$ cat config.mk
export PLATFORM = sky130hd
export DESIGN_NAME = csor_core_regs
export DESIGN_NICKNAME = d
export VERILOG_FILES = /design/src/csor_alu_flags.v /design/src/csor_core_regs.v
export VERILOG_INCLUDE_DIRS = /design/src
export SDC_FILE = /design/constraint.sdc
export NUM_CORES = 1
export LEC_CHECK = 0
export BUFFER_PORTS_ARGS = -buffer_cell sky130_fd_sc_hd__buf_4
export CAP_MARGIN = 30
export CORE_MARGIN = 2
export CORE_UTILIZATION = 30
export CTS_BUF_LIST = sky130_fd_sc_hd__clkbuf_16
export CTS_CLUSTER_DIAMETER = 150
export DETAILED_ROUTE_END_ITERATION = 6
export HOLD_SLACK_MARGIN = 0.12
export PLACE_DENSITY = 0.47
export SETUP_SLACK_MARGIN = 0.02
export SLEW_MARGIN = 5
export SYNTH_ARGS = -nofsm -noshare
export SYNTH_HDL_FRONTEND = slang
export SYNTH_SLANG_ARGS = --single-unit
$ cat constraint.sdc
create_clock -name clk_i -period 9.85 [get_ports clk_i]
set_input_delay 0.985 -clock clk_i [delete_from_list [all_inputs] [get_ports clk_i]]
set_output_delay 0.985 -clock clk_i [all_outputs]
set_load 0.02 [all_outputs]
$ cat src/csor_regs.vh
`ifndef CSOR_REGS_VH
`define CSOR_REGS_VH

// ----------------------------------------------------------------------------
// Core data-space mirrors of the status and option registers (9-bit data addresses).
// ----------------------------------------------------------------------------
`define CSOR_STAT_ADDR_B0     9'h003
`define CSOR_STAT_ADDR_B1     9'h083
`define CSOR_STAT_ADDR_B2     9'h103
`define CSOR_STAT_ADDR_B3     9'h183
`define CSOR_OPT_ADDR_B1      9'h081
`define CSOR_OPT_ADDR_B3      9'h181

// ----------------------------------------------------------------------------
// Wishbone word offsets (byte addresses, 32-bit data).
// ----------------------------------------------------------------------------
`define CSOR_WB_STATUS        6'h00
`define CSOR_WB_OPTION        6'h04
`define CSOR_WB_CORE_CTRL     6'h08
`define CSOR_WB_ALU_CTRL      6'h0c
`define CSOR_WB_ALU_RESULT    6'h10
`define CSOR_WB_DERIVED       6'h14

// ----------------------------------------------------------------------------
// Status register field positions.
// ----------------------------------------------------------------------------
`define CSOR_ST_CARRY         0
`define CSOR_ST_NIBBLE        1
`define CSOR_ST_ZERO          2
`define CSOR_ST_PD            3
`define CSOR_ST_TO            4
`define CSOR_ST_RP0           5
`define CSOR_ST_RP1           6
`define CSOR_ST_IRP           7

// ----------------------------------------------------------------------------
// Option register field positions.
// ----------------------------------------------------------------------------
`define CSOR_OP_RATE_LSB      0
`define CSOR_OP_ASSIGN        3
`define CSOR_OP_EDGE_T0       4
`define CSOR_OP_SRC_T0        5
`define CSOR_OP_IRQ_EDGE      6
`define CSOR_OP_PULLUP_DIS    7

// ----------------------------------------------------------------------------
// Reset values.
// ----------------------------------------------------------------------------
`define CSOR_STATUS_RST       8'h18
`define CSOR_OPTION_RST       8'hff

// ----------------------------------------------------------------------------
// ALU operation codes.
// ----------------------------------------------------------------------------
`define CSOR_OP_ADD           3'h0
`define CSOR_OP_SUB           3'h1
`define CSOR_OP_RLF           3'h2
`define CSOR_OP_RRF           3'h3
`define CSOR_OP_LOGIC         3'h4

`endif

$ cat src/csor_alu_flags.v
`timescale 1ns/1ps

// ----------------------------------------------------------------------------
// Flag generator: result and zero, carry, nibble-carry flags of one operation.
// ----------------------------------------------------------------------------
`include "csor_regs.vh"

module csor_alu_flags
(
    input  wire [2:0] op_i,
    input  wire [7:0] a_i,
    input  wire [7:0] b_i,
    input  wire       carry_in_i,
    output reg  [7:0] result_o,
    output reg        zero_o,
    output reg        carry_o,
    output reg        nibble_o,
    output reg        upd_c_o,
    output reg        upd_dc_o
);

    reg [8:0] sum;
    reg [4:0] low;
    reg [7:0] bop;
    reg       cin;

    // Subtraction adds the inverted operand plus a carry in, so both carries
    // read as "no borrow", also when a subtrahend nibble is zero.
    always @*
    begin
        cin      = (op_i == `CSOR_OP_SUB);
        bop      = cin ? ~b_i : b_i;
        sum      = {1'b0, a_i} + {1'b0, bop} + {8'h00, cin};
        low      = {1'b0, a_i[3:0]} + {1'b0, bop[3:0]} + {4'h0, cin};
        result_o = sum[7:0];
        carry_o  = sum[8];
        nibble_o = low[4];
        upd_c_o  = 1'b1;
        upd_dc_o = 1'b1;
        case (op_i)
            `CSOR_OP_RLF:
            begin
                result_o = {a_i[6:0], carry_in_i};
                carry_o  = a_i[7];
                upd_dc_o = 1'b0;
            end
            `CSOR_OP_RRF:
            begin
                result_o = {carry_in_i, a_i[7:1]};
                carry_o  = a_i[0];
                upd_dc_o = 1'b0;
            end
            `CSOR_OP_LOGIC:
            begin
                result_o = a_i & b_i;
                upd_c_o  = 1'b0;
                upd_dc_o = 1'b0;
            end
            default:
            begin
                upd_c_o  = 1'b1;
            end
        endcase
        zero_o = (result_o == 8'h00);
    end

endmodule // csor_alu_flags

$ cat src/csor_core_regs.v
`timescale 1ns/1ps

`include "csor_regs.vh"

// What this block does
// Status register answers at 03h, 83h, 103h and 183h, one storage.
// Option register answers at 81h and 181h, one storage.
// Every option bit is readable and writable.
// One prescaler serves either the timer or the watchdog, never both.
// With prescaler on watchdog the timer counts undivided, 1:1.
// Option bits pick interrupt edge, timer source and edge, pull-up enable.
// Subtraction adds the two's complement; carry flags come from that sum.
// Rotates load carry with the bit shifted out, MSB or LSB.
// Flag-writing instructions aimed at status keep their own flag result.
// Writes to timeout and powerdown flags are ignored.
// In subtraction carry and nibble carry mean no borrow when set.
// Direct bank from two bank bits, indirect bank from one bit.
// Rate field divides timer by 2..256 and watchdog by 1..128.
module csor_core_regs
(
    input  wire        clk_i,
    input  wire        rst_i,
    // Classic Wishbone slave.
    input  wire        cyc_i,
    input  wire        stb_i,
    input  wire        we_i,
    input  wire [5:0]  adr_i,
    input  wire [3:0]  sel_i,
    input  wire [31:0] dat_i,
    output reg  [31:0] dat_o,
    output wire        ack_o,
    // Reset-cause events from watchdog, sleep and kick logic.
    input  wire        wdt_timeout_i,
    input  wire        sleep_i,
    input  wire        watchdog_kick_instr_i,
    // Decoded controls toward timer, watchdog, interrupt and port logic.
    output reg  [8:0]  timer_div_o,
    output reg  [7:0]  watchdog_div_o,
    output reg         ext_irq_edge_o,
    output reg         timer_zero_source_o,
    output reg         timer_zero_edge_o,
    output reg         weak_pullup_en_o,
    output reg  [1:0]  direct_bank_o,
    output reg         indirect_bank_o
);

    // ------------------------------------------------------------------------
    // Functions.
    // ------------------------------------------------------------------------

    // Picks the status register at any of its four bank mirrors.
    function is_status;
        input [8:0] a;
        begin
            is_status = (a == `CSOR_STAT_ADDR_B0) || (a == `CSOR_STAT_ADDR_B1) ||
                        (a == `CSOR_STAT_ADDR_B2) || (a == `CSOR_STAT_ADDR_B3);
        end
    endfunction

    // Picks the option register at either of its mirrors.
    function is_option;
        input [8:0] a;
        begin
            is_option = (a == `CSOR_OPT_ADDR_B1) || (a == `CSOR_OPT_ADDR_B3);
        end
    endfunction

    // Merges a 32-bit write into a word under its byte enables.
    function [31:0] merge;
        input [31:0] old;
        input [31:0] din;
        input [3:0]  sel;
        integer k;
        begin
            merge = old;
            for (k = 0; k < 4; k = k + 1)
            begin
                if (sel[k])
                begin
                    merge[8*k +: 8] = din[8*k +: 8];
                end
            end
        end
    endfunction

    // ------------------------------------------------------------------------
    // Storage.
    // ------------------------------------------------------------------------
    reg  [7:0]  status_r;
    reg  [7:0]  option_r;
    reg  [31:0] core_ctrl_r;   // [8:0] address, [15:8] data, [16] go.
    reg  [31:0] alu_ctrl_r;    // [7:0] a, [15:8] b, [18:16] op, [24] go.
    reg  [7:0]  alu_result_r;
    reg         ack_r;

    wire        req      = cyc_i & stb_i & ~ack_r;
    wire        wr_req   = req & we_i;
    // A go on the core port acts on the address and data of that same access.
    wire [31:0] core_word = merge(core_ctrl_r, dat_i, sel_i);
    wire [8:0]  core_adr  = core_word[8:0];
    wire [7:0]  core_dat  = core_word[15:8];
    wire        core_go  = wr_req && (adr_i == `CSOR_WB_CORE_CTRL) && sel_i[2] && dat_i[16];
    wire        alu_go   = wr_req && (adr_i == `CSOR_WB_ALU_CTRL) && sel_i[3] && dat_i[24];

    wire [7:0]  alu_res;
    wire        alu_z;
    wire        alu_c;
    wire        alu_dc;
    wire        alu_upd_c;
    wire        alu_upd_dc;

    // The go bit launches the operands written in that same access.
    wire [31:0] alu_word = merge(alu_ctrl_r, dat_i, sel_i);

    // ------------------------------------------------------------------------
    // Flag generator.
    // ------------------------------------------------------------------------
    csor_alu_flags u_flags
    (
        .op_i       (alu_word[18:16]),
        .a_i        (alu_word[7:0]),
        .b_i        (alu_word[15:8]),
        .carry_in_i (status_r[`CSOR_ST_CARRY]),
        .result_o   (alu_res),
        .zero_o     (alu_z),
        .carry_o    (alu_c),
        .nibble_o   (alu_dc),
        .upd_c_o    (alu_upd_c),
        .upd_dc_o   (alu_upd_dc)
    );

    // ------------------------------------------------------------------------
    // Bus answer: registered, raised one cycle after the request, dropped the cycle after.
    // ------------------------------------------------------------------------
    assign ack_o = ack_r;

    always @(posedge clk_i)
    begin
        if (rst_i)
        begin
            ack_r <= 1'b0;
        end
        else
        begin
            ack_r <= req;
        end
    end

    // Read data is registered so that it stands with ack.
    always @(posedge clk_i)
    begin
        if (rst_i)
        begin
            dat_o <= 32'h0000_0000;
        end
        else if (req && !we_i)
        begin
            case (adr_i)
                `CSOR_WB_STATUS:     dat_o <= {24'h00_0000, status_r};
                `CSOR_WB_OPTION:     dat_o <= {24'h00_0000, option_r};
                `CSOR_WB_CORE_CTRL:  dat_o <= {16'h0000, core_ctrl_r[15:0]};
                `CSOR_WB_ALU_CTRL:   dat_o <= {13'h0000, alu_ctrl_r[18:0]};
                `CSOR_WB_ALU_RESULT: dat_o <= {24'h00_0000, alu_result_r};
                `CSOR_WB_DERIVED:    dat_o <= {12'h000, indirect_bank_o, direct_bank_o,
                                               watchdog_div_o, timer_div_o};
                default:             dat_o <= 32'h0000_0000;
            endcase
        end
    end

    // ------------------------------------------------------------------------
    // Control words of the bus-side core access port.
    // ------------------------------------------------------------------------
    always @(posedge clk_i)
    begin
        if (rst_i)
        begin
            core_ctrl_r  <= 32'h0000_0000;
            alu_ctrl_r   <= 32'h0000_0000;
            alu_result_r <= 8'h00;
        end
        else
        begin
            if (wr_req && adr_i == `CSOR_WB_CORE_CTRL)
            begin
                core_ctrl_r <= core_word & 32'h0000_ffff;
            end
            if (wr_req && adr_i == `CSOR_WB_ALU_CTRL)
            begin
                alu_ctrl_r <= alu_word & 32'h0007_ffff;
            end
            if (alu_go)
            begin
                alu_result_r <= alu_res;
            end
        end
    end

    // ------------------------------------------------------------------------
    // Status register. Hardware flag updates outrank data writes.
    // ------------------------------------------------------------------------
    always @(posedge clk_i)
    begin
        if (rst_i)
        begin
            status_r <= `CSOR_STATUS_RST;
        end
        else
        begin
            // Data write: flags at bits 7..5 and 2..0 only; timeout and powerdown
            // stay untouched by software.
            if (core_go && is_status(core_adr))
            begin
                status_r[`CSOR_ST_IRP] <= core_dat[`CSOR_ST_IRP];
                status_r[`CSOR_ST_RP1] <= core_dat[`CSOR_ST_RP1];
                status_r[`CSOR_ST_RP0] <= core_dat[`CSOR_ST_RP0];
                status_r[`CSOR_ST_ZERO]   <= core_dat[`CSOR_ST_ZERO];
                status_r[`CSOR_ST_NIBBLE] <= core_dat[`CSOR_ST_NIBBLE];
                status_r[`CSOR_ST_CARRY]  <= core_dat[`CSOR_ST_CARRY];
            end
            // Instruction flags win over the data write to the same bits.
            if (alu_go)
            begin
                status_r[`CSOR_ST_ZERO] <= alu_z;
                if (alu_upd_c)
                begin
                    status_r[`CSOR_ST_CARRY] <= alu_c;
                end
                if (alu_upd_dc)
                begin
                    status_r[`CSOR_ST_NIBBLE] <= alu_dc;
                end
            end
            // Reset-cause flags are owned by the watchdog and sleep logic.
            if (watchdog_kick_instr_i)
            begin
                status_r[`CSOR_ST_TO] <= 1'b1;
                status_r[`CSOR_ST_PD] <= 1'b1;
            end
            else if (sleep_i)
            begin
                status_r[`CSOR_ST_TO] <= 1'b1;
                status_r[`CSOR_ST_PD] <= 1'b0;
            end
            if (wdt_timeout_i)
            begin
                status_r[`CSOR_ST_TO] <= 1'b0;
            end
        end
    end

    // ------------------------------------------------------------------------
    // Option register: fully read/write at both mirrors.
    // ------------------------------------------------------------------------
    always @(posedge clk_i)
    begin
        if (rst_i)
        begin
            option_r <= `CSOR_OPTION_RST;
        end
        else if (core_go && is_option(core_adr))
        begin
            option_r <= core_dat;
        end
        else if (wr_req && adr_i == `CSOR_WB_OPTION && sel_i[0])
        begin
            option_r <= dat_i[7:0];
        end
    end

    // ------------------------------------------------------------------------
    // Decoded controls. One shared prescaler means the unassigned side runs
    // undivided; the timer can reach 1:1 only by giving it to the watchdog.
    // ------------------------------------------------------------------------
    always @(posedge clk_i)
    begin
        if (rst_i)
        begin
            timer_div_o         <= 9'h001;
            watchdog_div_o      <= 8'h01;
            ext_irq_edge_o      <= 1'b0;
            timer_zero_source_o <= 1'b0;
            timer_zero_edge_o   <= 1'b0;
            weak_pullup_en_o    <= 1'b0;
            direct_bank_o       <= 2'h0;
            indirect_bank_o     <= 1'b0;
        end
        else
        begin
            if (option_r[`CSOR_OP_ASSIGN])
            begin
                timer_div_o    <= 9'h001;
                watchdog_div_o <= 8'h01 << option_r[2:0];
            end
            else
            begin
                timer_div_o    <= 9'h002 << option_r[2:0];
                watchdog_div_o <= 8'h01;
            end
            ext_irq_edge_o      <= option_r[`CSOR_OP_IRQ_EDGE];
            timer_zero_source_o <= option_r[`CSOR_OP_SRC_T0];
            timer_zero_edge_o   <= option_r[`CSOR_OP_EDGE_T0];
            weak_pullup_en_o    <= ~option_r[`CSOR_OP_PULLUP_DIS];
            direct_bank_o       <= status_r[`CSOR_ST_RP1:`CSOR_ST_RP0];
            indirect_bank_o     <= status_r[`CSOR_ST_IRP];
        end
    end

endmodule // csor_core_regs

; ---- After elaboration in Yosys (flattened, before gate mapping)
; Cells that the tools add are included.
[totals]
word_cells = 91
regBits = 116
out_inout_bits = 57
[op_classes]
n_bitwise = 8
eq_ne = 15
reduce_logical = 25
n_addsub = 4
n_shift = 2
mux = 18
[op_table]
columns = operator, n
row1 = 20-bit one-hot mux with 6 select lines, 1
row2 = 8-bit two-way mux, 7
row3 = "9-bit equality test, second input constant", 3
row4 = 8-bit one-hot mux with 3 select lines, 1
row5 = "9-bit by 8-bit equality test with 1-bit output, second input constant", 2
row6 = "6-bit by 4-bit equality test with 1-bit output, second input constant", 2
row7 = "6-bit by 5-bit equality test with 1-bit output, second input constant", 2
row8 = 1-bit logical AND, 11
row9 = 8-bit by 8-bit adder with 9-bit output, 1
row10 = 9-bit by 1-bit adder with 9-bit output, 1
row11 = "9-bit by 2-bit equality test with 1-bit output, second input constant", 1
row12 = 3-bit two-way mux, 3
row13 = "2-bit by 3-bit left shift with 9-bit output, first input constant", 1
row14 = 8-bit AND, 1
row15 = 8-bit logical NOT, 1
row16 = 8-bit NOT, 1
row17 = "1-bit by 3-bit left shift with 8-bit output, first input constant", 1
row18 = "3-bit by 2-bit equality test with 1-bit output, second input constant", 2
row19 = "6-bit by 3-bit equality test with 1-bit output, second input constant", 1
row20 = 6-bit logical NOT, 1
row21 = 2-bit OR reduction, 3
row22 = 4-bit by 4-bit adder with 5-bit output, 1
row23 = 5-bit by 1-bit adder with 5-bit output, 1
row24 = 1-bit logical OR, 4
row25 = other kinds (11), 19

; ---- Logic depth before layout (Yosys ltp)
[depth]
word_depth = 10
depth_mapped = 12
mapped_depth_nobuf = 11

; ---- By module
; From an unflattened synthesis, not the netlist that was laid out.
[unflattened]
hier_cells = 600
area_unflattened_um2 = 5390.2
[by_module_without_submodules]
columns = mod, cells_per_inst, seq_area_each_um2, area_per_inst_um2, n_inst
row1 = csor_core_regs, 496, 2082.0, 4559.4, 1
row2 = csor_alu_flags, 104, 0.0, 830.8, 1

; ---- Least setup slack after synthesis
; No wires, ideal clock.
[synth_path]
path_kind = input to register
start = input port sel_i[2]
end = register status_r[2]
path_slack_ns = 5.901
stages = 12
arrival_time_ns = 3.834
path_cell_list = buf_4 buf_4 a31oi_1 xnor2_1 fa_1 a211oi_1 nor2_1 xnor2_1 a211oi_1 a2111oi_2 and4_1 a31o_1
[synth_between]
elab_chain_cells = 8
[synth_rtl]
columns = element, line
row1 = start: declaration, csor_core_regs.v:28  ; input wire [3:0] sel_i,
row2 = 3-bit two-way mux, csor_core_regs.v:78  ; if (sel[k])
row3 = 3-bit by 1-bit equality test with 1-bit output (no line), --
row4 = 8-bit two-way mux, csor_alu_flags.v:32  ; bop = cin ? ~b_i : b_i;
row5 = 8-bit by 8-bit adder with 9-bit output, csor_alu_flags.v:33  ; sum = {1'b0, a_i} + {1'b0, bop} + {8'h00, cin};
row6 = 9-bit by 1-bit adder with 9-bit output, csor_alu_flags.v:33
row7 = 8-bit one-hot mux with 3 select lines, csor_alu_flags.v:40  ; case (op_i)
row8 = 8-bit logical NOT, csor_alu_flags.v:64  ; zero_o = (result_o == 8'h00);
row9 = 3-bit two-way mux, csor_core_regs.v:222  ; if (alu_go)
row10 = end signal: indexed assignment, csor_core_regs.v:219  ; status_r[`CSOR_ST_CARRY] <= core_dat[`CSOR_ST_CARRY];
row11 = end signal: indexed assignment, csor_core_regs.v:224  ; status_r[`CSOR_ST_ZERO] <= alu_z;
row12 = end signal: indexed assignment, csor_core_regs.v:227  ; status_r[`CSOR_ST_CARRY] <= alu_c;
row13 = end: declaration, csor_core_regs.v:89  ; reg [7:0] status_r;
; Parallel ways exist; a longest one is shown, timed or not.
; A chain may end at the register's enable or synchronous reset.

; ---- Worst setup path in the final report
[layout_path]
start = input port sel_i[1]
end = register status_r[2]
[layout_between]
elab_chain_cells = 8
[layout_rtl]
columns = element, line
row1 = 8-bit two-way mux, csor_core_regs.v:78
row2 = 8-bit NOT, csor_alu_flags.v:32
row3 = 8-bit two-way mux, csor_alu_flags.v:32
row4 = 8-bit by 8-bit adder with 9-bit output, csor_alu_flags.v:33
row5 = 9-bit by 1-bit adder with 9-bit output, csor_alu_flags.v:33
row6 = 8-bit one-hot mux with 3 select lines, csor_alu_flags.v:40
row7 = 8-bit logical NOT, csor_alu_flags.v:64
row8 = 3-bit two-way mux, csor_core_regs.v:222
; Parallel ways exist; a longest one is shown, timed or not. The select of a mux whose other input is x is not followed.

==> results.txt <==
CP max FO: 27
First-pass DRT Iterations: 5
TNS Setup: 0 ns
Vias in the first global route: 4600
Crit Path Class: in2reg
Worst setup EP type: flip-flop
Post-CTS Hold Buffers: 0
CP max-delay cell: fa_1
Max-slew violations: 0
Synth Register Bits: 104
Placer's final routability congestion estimate: 0.8541
Slew margin rel.: 0.4835
Avg Cell Area, Syn: 8.581 um^2
Peak VDD IR: 0.08062 mV
Die Ht: 136.6 um
Clock sink total: 104
Initial DRC Count: 352
Total power: 0.0009012 W
TritonCTS Buffers: 9
CP cell instances: buf_4 > mux2_4 > a311oi_2 > nor2_1 > fa_1 > a211oi_1 > nor2_1 > xnor2_1 > a211oi_1 > a2111oi_2 > and4_1 > a31o_1
Power Density: 142.7 nW/um^2
Setup crit start kind: primary input
Fmax: 269.1 MHz
Min cycle time layout: 3.717 ns
Sequential fraction of the synthesis area: 0.3945
First-pass GRT wire length: 26.36 mm
Routed met3 length: 963 um
Gate Count Post-Synth: 615
Final setup fails: 0
CTS Root Cell: clkbuf_16
Core Area: 17240 um^2
Post-CTS sizing: 0
Yosys warnings: 0
Final #Nets: 733
Vias: 4745
Largest net degree at the start of global routing: 92
Main synth FF type: dfxtp_1
Global-route total usage across every layer: 0.1888
Post-DRT Antenna Nets: 0
# diodes: 0
# fillers: 1807
Final WS setup: 6.133 ns
WHS: 0.4749 ns
Metal2 WL: 7.921 mm
IO buf count: 82
Wire per inst: 19.18 um
# rows: 48
Combined area of the multi-input logic cells: 2928 um^2
Bufs and invs on worst path: 1
EDFF count, synth: 0
Final core utilization: 0.3665
Place WS: 5.749 ns
Met1 Wirelength: 8.165 mm
Count of cell types in the netlist: 68
Worst EP required: 10.10 ns
Initial Utilization: 0.3062
CP arrival: 3.96 ns
Hold Fails Final Rpt: 0
CP peak stage delay: 0.41 ns
DRC: 0
Max Cap Violations: 0
H-tree levels: 3
Max Buffers Root-to-Sink: 2
DIE AREA: 18670 um^2
I/O Pins: 107
Worst-path clk slew: 0.07 ns
Most common cell in the netlist: dfxtp_1
Top Metal Used: met4
RSZ-0062 raised after global routing: no
Hpwl dp: 12.95 mm
Outcome: finished clean
Area leader, netlist: dfxtp_1
Post-CTS setup buffers: 0
Share of cells above drive strength 1: 0.1912
Layout area overhead: 19.70%
Skew-Pair Late Insertion Delay: 0.36 ns
CTS tree: done
Setup Skew: 0.009212 ns
Hold Path Class: reg2reg
Delay-heaviest family, CP: compound AO/OA/AOI/OAI gates
Synth top area cells: dfxtp_1 39%, nor2_1 6.5%, a21oi_1 5.5%, mux2i_1 5.3%, nand2_1 3.7%
Vias per cell: 5.243
Fraction of registers with async set/reset: 0
FF/Latch Area: 2082 um^2
Final worst path period share: 0.3773
Mapped cell area: 5278 um^2
Remaining Overflow, GRT: 0
Post-Route WL: 17.36 mm
Post-synth top cells: 104 x dfxtp_1, 91 x nor2_1, 58 x a21oi_1, 52 x nand2_1, 28 x mux2i_1
P_leak: 2.409 nW
Worst-Margin Slew: 0.7747 ns
Antenna violations before repair: 0
Die Width: 136.6 um
Synth top area share: 0.3945
==> tightest hold or removal path, cell delays in order (launching register included) <==
cell and delay (ns):
dfxtp_1 0.32, nand2_1 0.06, a21oi_1 0.05
==> per-stage QoR <==
step / cell area (um^2) / cells
final: 6317 / 905
after global routing: 6317 / 905
after floorplan: 5319 / 626
after CTS: 6290 / 904
after detailed placement: 5993 / 888
after global placement: 5986 / 887
==> cell type report <==
| type | count | area share |
|---|---|---|
| clock inverter | 7 | 0.01129 |
| timing repair buffer | 89 | 0.1089 |
| inverter | 11 | 0.006536 |
| clock buffer | 9 | 0.03565 |
| sequential | 104 | 0.3296 |
| tap | 225 | 0.04456 |
| multi-input combinational | 460 | 0.4635 |
==> path summary, 6_finish.rpt <==
path	start	end	slack [ns]	cells after the start
worst max-delay path	sel_i[1]	status_r[2]$_SDFFE_PP0P_	6.13	12
worst min-delay path	core_ctrl_r[4]$_SDFFE_PP0P_	core_ctrl_r[4]$_SDFFE_PP0P_	0.47	2
worst max register to register	alu_ctrl_r[16]$_SDFFE_PP0P_	status_r[2]$_SDFFE_PP0P_	6.53	11
worst min register to register	core_ctrl_r[4]$_SDFFE_PP0P_	core_ctrl_r[4]$_SDFFE_PP0P_	0.47	2
==> cell families (layout without fill, tap and decap cells) <==
kind of cell               Yosys count  after routing  synth area share
muxes                               38             38           0.07515
xor gates and xnor gates            13             13           0.02157
AOI/OAI and AO/OA                  161            161            0.2207
and+or+nand+nor                    228            228            0.2084
buffers and inverters               62            116           0.05856
DFF                                104            104            0.3945
adders and majority gates            8              8           0.02039
other                                1             12         0.0007106
==> cells in the final DEF, fill, tap and decap left out, types with 2 or more instances in the layout <==
cell	instances
a211oi_1	19
a21o_1	2
a21oi_1	58
a221o_1	10
a221oi_1	10
a222oi_1	8
a22oi_1	11
a31oi_1	3
a32oi_1	2
and3_1	3
buf_4	88
clkbuf_16	9
clkinv_4	2
conb_1	12
dfxtp_1	104
ha_1	7
inv_1	12
mux2_2	9
mux2i_1	28
nand2_1	52
nand2b_1	8
nand3_1	24
nand3b_1	2
nor2_1	91
nor2b_1	10
nor3_1	16
nor3_2	2
nor4_1	3
nor4_2	2
o211ai_1	10
o21a_1	2
o21ai_0	5
o21bai_1	3
o221ai_1	2
o31ai_1	2
o32ai_2	2
or3_1	2
xnor2_1	8
xor2_1	5
==> per-layer routing <==
metal | vias up | track usage
li1 | 2339 | -
met1 | 2244 | 0.2592
met2 | 143 | 0.2997
met3 | 19 | 0.03741
met4 | 0 | 0.05440
met5 | - | 0
==> sequential cells by signal, indices dropped and copies added, names as in the netlist, 2 cells and up <==
| register | count |
|---|---|
| alu_result_r | 8 |
| watchdog_div_o | 8 |
| core_ctrl_r | 16 |
| alu_ctrl_r | 19 |
| direct_bank_o | 2 |
| dat_o | 20 |
| status_r | 8 |
| option_r | 8 |
| timer_div_o | 9 |
==> report_power, final <==
part	internal, W	switching [W]	leakage, nW
sequential	0.000424	0.00000202	0.841
clock	0.000197	0.000166	0.145
combinational	0.0000425	0.0000692	1.42
(Power assumes the default switching activity.)
